`src/inc/metering_defs.svh`:
```
// Register offsets, field positions, reset values and timing counts
`ifndef METERING_DEFS_SVH
`define METERING_DEFS_SVH
// Register offsets (10-bit register address carried in the command word)
`define OFS_SETTLE 10'h050
`define OFS_SPICFG 10'h052
`define OFS_TIMEOUT 10'h054
`define OFS_HOLDOFF 10'h058
`define OFS_THR1 10'h05C
`define OFS_THR2 10'h05E
`define OFS_NGAIN 10'h12E
`define OFS_EFGAIN_A 10'h136
`define OFS_EFGAIN_B 10'h222
`define OFS_EFGAIN_C 10'h30E
// Serial port configuration field positions
`define CFG_IRQ_EN 7
`define CFG_SEL_POL 6
`define CFG_CHAR16 2
`define CFG_CPHA 1
`define CFG_CPOL 0
`define CFG_MASK 8'hC7
// Reset values
`define RST_SETTLE 16'h002F
`define RST_SPICFG 8'h80
`define RST_TIMEOUT 16'h0001
`define RST_HOLDOFF 16'h0005
`define RST_THR 16'h0000
`define RST_GAIN 16'h4000
`define GAIN_SHIFT 14
// Frame layout: 16-bit command (write flag, address) then 16 data bits
`define FRAME_BITS 6'd32
`define CMD_BITS 6'd16
// Serial clock made by the host end: half period in ns and in clocks
`define CLK_PERIOD_NS 100
`define SCLK_HALF_NS 400
`define SCLK_HALF_CYC ((`SCLK_HALF_NS + `CLK_PERIOD_NS - 1) / `CLK_PERIOD_NS)
`endif

```
`src/inc/metering_pkg.sv`:
```
// Types shared by both ends of the metering configuration link
package metering_pkg;
  typedef enum logic [1:0] {PA_FIRST, PA_SECOND, PA_THIRD} pa_set_t;
  typedef enum logic [2:0] {H_IDLE, H_SETUP, H_RUN, H_GAP, H_HOLD,
                            H_REST} host_fsm_t;
  typedef struct packed {
    logic sclk_m, sclk_s, sclk_d, ssel_m, ssel_s, mosi_m, mosi_s, sel_d;
    logic [5:0] bit_cnt;
    logic [31:0] rx;
    logic [15:0] tx;
    logic aborted;
    logic [15:0] to_cnt;
    logic [15:0] settle, timeout, holdoff, thr1, thr2, ngain;
    logic [7:0] cfg;
    logic [2:0][15:0] efgain;
    logic [15:0] settle_cnt;
    logic settle_busy, conv_start, char_irq, spi_timeout, acc_en, discard;
    pa_set_t pa_set;
    logic [17:0] n_scaled;
    logic [2:0][17:0] ef_scaled;
  } dev_state_t;
  typedef struct packed {
    host_fsm_t fsm;
    logic [3:0] div_cnt;
    logic sclk, ssel_act, first, miso_m, miso_s, resp_valid;
    logic [5:0] bit_cnt;
    logic [31:0] tx;
    logic [15:0] rx, rdata;
  } host_state_t;
endpackage

```
`src/inc/spi_link_if.sv`:
```
// Serial link between the metering device end and the host end
`timescale 1ns/1ns
`default_nettype none
interface spi_link_if;
  logic sclk;
  logic ssel;
  logic mosi;
  logic miso;
  logic miso_oe;
  modport dev(input sclk, input ssel, input mosi, output miso,
              output miso_oe);
  modport host(output sclk, output ssel, output mosi, input miso,
               input miso_oe);
endinterface
`default_nettype wire

```
`src/logic/metering_config_regs.sv`:
```
// Metering configuration registers reached over the serial link
// Operation
// - Conversion starts settle count plus one clocks later
// - Host software should leave settling register alone
// - Enabled interrupt pulses per received character
// - Select polarity bit chooses active level
// - Character length bit picks 8 or 16
// - Phase bit picks leading or trailing sample
// - Polarity bit sets serial clock idle level
// - Stalled transactions expire after programmed frames
// - Hold-off counter decrements each DSP cycle until it reaches zero
// - Hold-off above one discards the DSP cycle
// - Above threshold one use second compensation set
// - Above threshold two use third compensation set
// - Neutral quantity scaled by gain over 2^14
// - Each phase energy scaled by own gain
`timescale 1ns/1ns
`default_nettype none
`include "metering_defs.svh"
module metering_config_regs (
  // Clock and reset
  input wire logic clk,
  input wire logic resetn,
  // Serial link to the host
  spi_link_if.dev link,
  // Analog front-end sequencing
  input wire logic mux_switch,
  output logic conv_start,
  // Frame and DSP cadence
  input wire logic frame_tick,
  input wire logic dsp_tick,
  output logic acc_en,
  output logic discard,
  // Serial port events
  output logic char_irq,
  output logic spi_timeout,
  // Phase-angle compensation
  input wire logic [15:0] current_in,
  output metering_pkg::pa_set_t pa_set,
  // Gain scaling
  input wire logic [15:0] neutral_raw,
  input wire logic [2:0][15:0] ef_raw,
  output logic [17:0] neutral_scaled,
  output logic [2:0][17:0] ef_scaled
);
  import metering_pkg::*;

  dev_state_t s_reg, s_next;
  logic sel, edge_seen, lead, smp, wr_en;
  logic [9:0] wr_addr;
  logic [15:0] wr_data;

  // Register read map; unmapped addresses answer zero
  function automatic logic [15:0] rd(input logic [9:0] a);
    logic [15:0] v;
    v = '0;
    case (a)
      `OFS_SETTLE: v = s_reg.settle;
      `OFS_SPICFG: v = {8'h00, s_reg.cfg & `CFG_MASK};
      `OFS_TIMEOUT: v = s_reg.timeout;
      `OFS_HOLDOFF: v = s_reg.holdoff;
      `OFS_THR1: v = s_reg.thr1;
      `OFS_THR2: v = s_reg.thr2;
      `OFS_NGAIN: v = s_reg.ngain;
      `OFS_EFGAIN_A: v = s_reg.efgain[0];
      `OFS_EFGAIN_B: v = s_reg.efgain[1];
      `OFS_EFGAIN_C: v = s_reg.efgain[2];
      default: v = '0;
    endcase
    return v;
  endfunction

  // Link decode from the synchronised pins; first stages stay private
  always_comb begin
    sel = s_reg.cfg[`CFG_SEL_POL] ? s_reg.ssel_s : ~s_reg.ssel_s;
    edge_seen = s_reg.sclk_s != s_reg.sclk_d;
    lead = s_reg.sclk_d == s_reg.cfg[`CFG_CPOL];
    smp = sel && edge_seen && (lead ^ s_reg.cfg[`CFG_CPHA])
          && !s_reg.aborted && (s_reg.bit_cnt < `FRAME_BITS);
  end

  // Next-state logic for the whole block
  always_comb begin
    s_next = s_reg;
    wr_en = 1'b0;
    wr_addr = '0;
    wr_data = '0;
    s_next.conv_start = 1'b0;
    s_next.char_irq = 1'b0;
    s_next.spi_timeout = 1'b0;
    s_next.acc_en = 1'b0;
    s_next.discard = 1'b0;
    // Two flip-flops on every pin from the host
    s_next.sclk_m = link.sclk;
    s_next.sclk_s = s_reg.sclk_m;
    s_next.sclk_d = s_reg.sclk_s;
    s_next.ssel_m = link.ssel;
    s_next.ssel_s = s_reg.ssel_m;
    s_next.mosi_m = link.mosi;
    s_next.mosi_s = s_reg.mosi_m;
    s_next.sel_d = sel;

    // Shift engine; deselect clears any partial frame
    if (!sel) begin
      s_next.bit_cnt = '0;
      s_next.aborted = 1'b0;
      s_next.tx = '0;
      s_next.to_cnt = '0;
    end else if (smp) begin
      s_next.rx = {s_reg.rx[30:0], s_reg.mosi_s};
      s_next.bit_cnt = s_reg.bit_cnt + 6'd1;
      s_next.to_cnt = '0;
      s_next.tx = {s_reg.tx[14:0], 1'b0};
      // Read data is fetched once the command word is complete
      if (s_next.bit_cnt == `CMD_BITS)
        s_next.tx = rd(s_next.rx[9:0]);
      // Character boundary at 8 or 16 bits
      if ((s_reg.cfg[`CFG_CHAR16] ? s_next.bit_cnt[3:0] == 4'h0
                                 : s_next.bit_cnt[2:0] == 3'h0)
          && s_reg.cfg[`CFG_IRQ_EN])
        s_next.char_irq = 1'b1;
      if (s_next.bit_cnt == `FRAME_BITS && s_next.rx[31]) begin
        wr_en = 1'b1;
        wr_addr = s_next.rx[25:16];
        wr_data = s_next.rx[15:0];
      end
    end else if (frame_tick && s_reg.bit_cnt != 6'd0 && !s_reg.aborted
                 && s_reg.bit_cnt < `FRAME_BITS && s_reg.timeout != '0) begin
      // Count idle frames mid-transfer; expire at the programmed count
      s_next.to_cnt = s_reg.to_cnt + 16'h0001;
      if (s_next.to_cnt >= s_reg.timeout) begin
        s_next.aborted = 1'b1;
        s_next.spi_timeout = 1'b1;
        s_next.bit_cnt = '0;
        s_next.tx = '0;
      end
    end

    // Hold-off counter gates energy accumulation per DSP cycle
    if (dsp_tick) begin
      if (s_reg.holdoff != '0) begin
        s_next.holdoff = s_reg.holdoff - 16'h0001;
        if (s_next.holdoff != '0)
          s_next.discard = 1'b1;
        else
          s_next.acc_en = 1'b1;
      end else begin
        s_next.acc_en = 1'b1;
      end
    end

    // Register writes; a write beats a same-cycle hold-off decrement
    if (wr_en) begin
      case (wr_addr)
        `OFS_SETTLE: s_next.settle = wr_data;
        `OFS_SPICFG: s_next.cfg = wr_data[7:0] & `CFG_MASK;
        `OFS_TIMEOUT: s_next.timeout = wr_data;
        `OFS_HOLDOFF: s_next.holdoff = wr_data;
        `OFS_THR1: s_next.thr1 = wr_data;
        `OFS_THR2: s_next.thr2 = wr_data;
        `OFS_NGAIN: s_next.ngain = wr_data;
        `OFS_EFGAIN_A: s_next.efgain[0] = wr_data;
        `OFS_EFGAIN_B: s_next.efgain[1] = wr_data;
        `OFS_EFGAIN_C: s_next.efgain[2] = wr_data;
        default: ;
      endcase
    end

    // Settling delay: count down from the register, pulse at zero
    if (mux_switch) begin
      s_next.settle_cnt = s_reg.settle;
      s_next.settle_busy = 1'b1;
    end else if (s_reg.settle_busy) begin
      if (s_reg.settle_cnt == '0) begin
        s_next.conv_start = 1'b1;
        s_next.settle_busy = 1'b0;
      end else begin
        s_next.settle_cnt = s_reg.settle_cnt - 16'h0001;
      end
    end

    // Compensation set chosen by current against both thresholds
    if (current_in > s_reg.thr2)
      s_next.pa_set = PA_THIRD;
    else if (current_in > s_reg.thr1)
      s_next.pa_set = PA_SECOND;
    else
      s_next.pa_set = PA_FIRST;

    // Gain scaling keeps the full integer part, no saturation
    s_next.n_scaled = 18'((32'(neutral_raw) * 32'(s_reg.ngain))
                          >> `GAIN_SHIFT);
    for (int i = 0; i < 3; i++)
      s_next.ef_scaled[i] = 18'((32'(ef_raw[i]) * 32'(s_reg.efgain[i]))
                                >> `GAIN_SHIFT);
  end

  // State register with synchronous reset
  always_ff @(posedge clk) begin
    if (!resetn) begin
      s_reg <= '0;
      // Select synchroniser starts at the idle level of the default
      // active-low select, so no phantom frame follows reset
      s_reg.ssel_m <= 1'b1;
      s_reg.ssel_s <= 1'b1;
      s_reg.settle <= `RST_SETTLE;
      s_reg.cfg <= `RST_SPICFG;
      s_reg.timeout <= `RST_TIMEOUT;
      s_reg.holdoff <= `RST_HOLDOFF;
      s_reg.thr1 <= `RST_THR;
      s_reg.thr2 <= `RST_THR;
      s_reg.ngain <= `RST_GAIN;
      s_reg.efgain <= {3{`RST_GAIN}};
      s_reg.pa_set <= PA_FIRST;
    end else begin
      s_reg <= s_next;
    end
  end

  // Outputs straight from the state flops
  assign link.miso = s_reg.tx[15];
  assign link.miso_oe = s_reg.sel_d;
  assign conv_start = s_reg.conv_start;
  assign acc_en = s_reg.acc_en;
  assign discard = s_reg.discard;
  assign char_irq = s_reg.char_irq;
  assign spi_timeout = s_reg.spi_timeout;
  assign pa_set = s_reg.pa_set;
  assign neutral_scaled = s_reg.n_scaled;
  assign ef_scaled = s_reg.ef_scaled;
endmodule // metering_config_regs
`default_nettype wire

```
`src/flat_wrapper.sv`:
```
// flat-port wrapper written by rule: the top's interface ports become plain ports
module metering_config_regs_flat import metering_pkg::*;
  (clk, resetn, mux_switch, conv_start, frame_tick, dsp_tick, acc_en, discard, char_irq, spi_timeout, current_in, pa_set, neutral_raw, ef_raw, neutral_scaled, ef_scaled, link_sclk, link_ssel, link_mosi, link_miso, link_miso_oe);
  spi_link_if link_i ();
  input wire logic clk;
  input wire logic resetn;
  input wire logic mux_switch;
  output logic conv_start;
  input wire logic frame_tick;
  input wire logic dsp_tick;
  output logic acc_en;
  output logic discard;
  output logic char_irq;
  output logic spi_timeout;
  input wire logic [15:0] current_in;
  output metering_pkg::pa_set_t pa_set;
  input wire logic [15:0] neutral_raw;
  input wire logic [2:0][15:0] ef_raw;
  output logic [17:0] neutral_scaled;
  output logic [2:0][17:0] ef_scaled;
  input wire logic [$bits(link_i.sclk)-1:0] link_sclk;
  input wire logic [$bits(link_i.ssel)-1:0] link_ssel;
  input wire logic [$bits(link_i.mosi)-1:0] link_mosi;
  output wire logic [$bits(link_i.miso)-1:0] link_miso;
  output wire logic [$bits(link_i.miso_oe)-1:0] link_miso_oe;
  assign link_i.sclk = link_sclk;
  assign link_i.ssel = link_ssel;
  assign link_i.mosi = link_mosi;
  assign link_miso = link_i.miso;
  assign link_miso_oe = link_i.miso_oe;
  metering_config_regs u_core (.clk(clk), .resetn(resetn), .link(link_i), .mux_switch(mux_switch), .conv_start(conv_start), .frame_tick(frame_tick), .dsp_tick(dsp_tick), .acc_en(acc_en), .discard(discard), .char_irq(char_irq), .spi_timeout(spi_timeout), .current_in(current_in), .pa_set(pa_set), .neutral_raw(neutral_raw), .ef_raw(ef_raw), .neutral_scaled(neutral_scaled), .ef_scaled(ef_scaled));
endmodule
```
`config.mk`:
```
export PLATFORM = sky130hd
export DESIGN_NAME = metering_config_regs_flat
export DESIGN_NICKNAME = d
export VERILOG_FILES = /design/src/inc/metering_pkg.sv /design/src/inc/spi_link_if.sv /design/src/logic/metering_config_regs.sv /design/src/flat_wrapper.sv
export VERILOG_INCLUDE_DIRS = /design/src /design/src/inc
export SDC_FILE = /design/constraint.sdc
export NUM_CORES = 2
export LEC_CHECK = 0
export BUFFER_PORTS_ARGS = -buffer_cell sky130_fd_sc_hd__buf_2
export CAP_MARGIN = 40
export CELL_PAD_IN_SITES_DETAIL_PLACEMENT = 0
export CELL_PAD_IN_SITES_GLOBAL_PLACEMENT = 1
export CORE_ASPECT_RATIO = 0.5
export CORE_MARGIN = 3
export CORE_UTILIZATION = 45
export DETAILED_ROUTE_END_ITERATION = 10
export HOLD_SLACK_MARGIN = 0.15
export PLACE_DENSITY_LB_ADDON = 0.1
export SLEW_MARGIN = 25
export SYNTH_ARGS = -nofsm -noshare
export SYNTH_HDL_FRONTEND = slang
export SYNTH_SLANG_ARGS = --single-unit
```
`constraint.sdc`:
```
create_clock -name clk -period 6.15 [get_ports clk]
set_input_delay 0.9225 -clock clk [delete_from_list [all_inputs] [get_ports clk]]
set_output_delay 0.9225 -clock clk [all_outputs]
set_load 0.01 [all_outputs]
```
==> results.txt <==
The run finished with clean final reports. The placer's final routability congestion estimate came out at 0.954. STA classifies the critical path startpoint as an input port. The share of the Yosys chip area taken by registers is 0.139.

The maximum fanout along the worst path is 8. The launch instance of the worst min-delay path is u_core.s_next[320]. The tree built by TritonCTS fans out to 323 sinks. The net count of the finished layout is 6996. During placement, the flow inserted port buffers numbering 168. Of the post-synthesis cell area, the dominant cell type holds 0.332. The standby leakage power came out at 25.7 nW. The worst register-to-register path has a setup slack of 130 ps. The type of the setup path with the least slack is in2reg. The proportion of register bits with asynchronous set or reset after synthesis came out at 0. Leaving out fill and tap cells, the most frequent cells in the layout are 936 x sky130_fd_sc_hd__inv_1, 872 x sky130_fd_sc_hd__nand2_1, 749 x sky130_fd_sc_hd__fa_1. The number of hold-repair buffers added at the cts stage came out at 0. On the worst path, the slowest cell contributes a delay of between 500 and 600 ps. The floorplan die width came out at 461 um. Entering global routing, the biggest net connects around 110 pins. The number of antenna violations at the first check in global routing is 2. The final wirelength came out at 135 mm. The count of state elements after synthesis came out at about 320. Data arrives at the worst endpoint at 6500 ps. The clock transition at the registers of the reported paths is ~60 ps. The peak supply drop came out at 0.289 mV. The area used by multi-input combinational logic came out at 35600 um2. Counting every instance in the synthesized netlist gives 5382. The register area is 6570 um2. Counting I/O delays and the setup requirement, the final critical path takes 6070 ps. The total track usage came out at 0.255. The fraction of the mapped netlist area in compound gates came out at 0.0710.

The final instance area came out at 53100 um2. The basic-gate share of the synthesized area counting and, or, nand and nor cells is 0.191. The critical path data required time is 6590 ps. The final number of max-transition violations is 0. The final global-route overflow total is 0.

The wire length of the first global-routing pass came out at 215 mm. The area of the die is 108000 um2. The total I/O pin count came out at 169. The overall via count from detail_route is 36700. The xor-xnor portion of the synthesized cell area came out at 0.0226.

The final instance count without filler cells is roughly 7000. The kind of end point of the critical path is a flip-flop. The final worst hold slack came out at 436 ps. The net count of the mapped netlist is 6702. The path with the worst hold slack has its endpoint at u_core.s_reg[320]. The detailed-route DRC error count came out at 0.

The filler cells instantiated in the layout total 9704. The instance count along the most critical hold path came out at 1. The worst hold path class is reg2reg. The number of maximum-capacitance constraint violations came out at 0. The count of flip-flops with a built-in enable after synthesis is 0. The synthesized area divided by synthesized cell count came out at 8.66 um2. The beginning of the worst register-to-register path is u_core.s_reg[122]. The clock tree root buffer cell is sky130_fd_sc_hd__clkbuf_16.

Sorting the synthesized cells by area gives the leading types as sky130_fd_sc_hd__fa_1 33%, sky130_fd_sc_hd__dfxtp_1 14%, sky130_fd_sc_hd__ha_1 12%. Traced cell by cell, the critical path runs through buf_4 -> buf_12 -> and2_4 -> fa_1 -> inv_1 -> fa_1 -> inv_2 -> fa_1 -> fa_2 -> fa_1 -> inv_2 -> fa_1 -> inv_2 -> ha_4 -> and3_4 -> a311oi_2 -> o21ai_2 -> a41o_4 -> a311o_1 -> a31o_2 -> xnor2_1 -> nor2_1. For this run, the leading register cell type out of synthesis is sky130_fd_sc_hd__dfxtp_1. The flip-flop count of the largest register, all copies and words added is 238. The instance count after placement with tap cells included came out at ~7000.

The area growth from synthesis to layout is 14.0%. The library cell used most frequently in the layout, excluding fill and tap cells, is sky130_fd_sc_hd__inv_1. The cell type of the slowest stage on the worst timing path is sky130_fd_sc_hd__fa_1.

For the pin with the worst max-slew slack, the measured transition is 886 ps. The synthesized design spends more area on one cell type than any other, namely sky130_fd_sc_hd__fa_1. The via count normalized by instance count came out at 5.21. The core box area is 101000 um2. In this run the vertical extent of the chip is 234 um. The count of cell instances traversed by the critical path is 22.

The instance area after placement came out at 51000 um2. The count of antenna-violating nets left after detailed routing came out at 0. The clock reaches the later pin of the worst-skew pair after between 500 and 600 ps. The post-synthesis share of cell area spent on full adders, half adders and majority gates is 0.455.

The H-tree depth reported by CTS came out at 2. The kind of cell with the highest combined delay along the critical path is adder cells. The maximum number of buffers from clock root to sink came out at 3. In the final routed layout, each cell accounts on average for 19.2 um. The main combinational cell family by area after synthesis is adder cells.

In this run the cell area of the synthesized design comes to 46600 um2. The number of core rows is 82. The most prevalent standard cell on the critical path is sky130_fd_sc_hd__fa_1.

Setup repair after global routing could not meet its margin everywhere. The number of buffers created by CTS is 37. The initial DRC count came out at 2484. The worst reg2reg path depth is 20. The hold violation count in the final report came out at 0. Static timing analysis puts the maximum clock frequency at between 150 and 200 MHz. TritonCTS built the clock tree.

The ratio of cells with drive above 1 in the final layout is 0.147. In the finished design, the share of the clock period the worst path needs comes to 0.987. The setup skew after layout came out at 29.5 ps. The setup-violating endpoint count in the final report came out at 0. The buffers plus inverters on the worst setup path is 6. For this design the ratio of total power to cell area is between 90 and 100 nW/um2. The remaining max-slew budget at the tightest pin is 0.410.

The endpoint identified for the worst register-to-register timing path is u_core.ef_scaled[33]. The count of distinct cell types in the synthesized netlist is 78. Detailed placement finished with a half-perimeter wire length of 109 mm. The portion of synthesized area spent on multiplexers is 0.0112. The via count of the first global-routing pass was a little under 40000.

The number of detailed-route iterations in the first pass is 7. The Yosys warning count is 0. The starting density of the core came out at 0.460.
[layout make-up]
class / instances / share of cell area
diodes: 1 / 0.0000471
multi-input cells: 3774 / 0.671
clock buffers: 49 / 0.0196
clock inverters: 18 / 0.00400
well taps: 1344 / 0.0317
inverters: 945 / 0.0669
flip-flops and latches: 323 / 0.124
repair buffers: 595 / 0.0831
[through the flow]
step	setup slack (ps)	util	setup TNS, ps	total power [mW]
floorplan	-73.6	-	-106	2.59
global placement	-633	0.503	-21280	2.88
detailed placement	-700	0.503	-25300	2.88
CTS	5.45	0.517	0	5.34
global route	-95.9	0.524	-194	5.51
finish	82.7	0.524	0	5.28
[worst max path at each step]
stage / start / to / slack, ps
2_1_floorplan: ef_raw[24] / u_core.ef_scaled[33] / -70
3_3_place_gp: ef_raw[44] / u_core.ef_scaled[51] / -630
3_5_place_dp: ef_raw[44] / u_core.ef_scaled[51] / -700
4_1_cts: u_core.s_reg[117] / u_core.ef_scaled[33] / 5
5_1_grt: ef_raw[23] / u_core.ef_scaled[33] / -100
6_report: ef_raw[20] / u_core.ef_scaled[33] / 80
[kinds of logic (layout without fill, tap and decap cells)]
group,after synthesis,after routing
other cells,0,1
fa+ha+maj,1232,1232
compound gates,508,508
simple gates,1862,1862
buf+inv,1285,1607
flops,323,323
mux,52,52
xor+xnor,120,120
[metal layers]
layer	GRT usage	up-vias	part of all wire
met4	0.0545	0	0.022
li1	-	17200	-
met1	0.351	18500	0.45
met5	0	-	0
met3	0.0382	177	0.058
met2	0.428	901	0.47
[report_power, final]
group          switching (mW)  internal, mW  total [mW]
Sequential             0.0235          2.12        2.14
Clock                    1.05          1.37        2.43
Combinational           0.422         0.294       0.715
[repair_timing]
| item | in CTS | in global routing |
|---|---|---|
| buffers inserted | 0 | 11 |
| gates resized for setup | 36 | 227 |
| cloned | 0 | 1 |
| pin swaps | 3 | 68 |
| endpoints found under the setup margin | 31 | 39 |
[synth_stat cells, types with 49 or more instances]
cell type	count
sky130_fd_sc_hd__xnor2_1	61
sky130_fd_sc_hd__buf_4	77
sky130_fd_sc_hd__nand3_1	49
sky130_fd_sc_hd__nand2_1	876
sky130_fd_sc_hd__fa_1	772
sky130_fd_sc_hd__a21oi_1	195
sky130_fd_sc_hd__ha_1	460
sky130_fd_sc_hd__nor3_1	53
sky130_fd_sc_hd__clkbuf_1	250
sky130_fd_sc_hd__nor2_1	225
sky130_fd_sc_hd__mux2i_1	52
sky130_fd_sc_hd__o21ai_0	51
sky130_fd_sc_hd__dfxtp_1	323
sky130_fd_sc_hd__inv_1	944
sky130_fd_sc_hd__and2_1	486
sky130_fd_sc_hd__xor2_1	59
(Power assumes the default switching activity.)
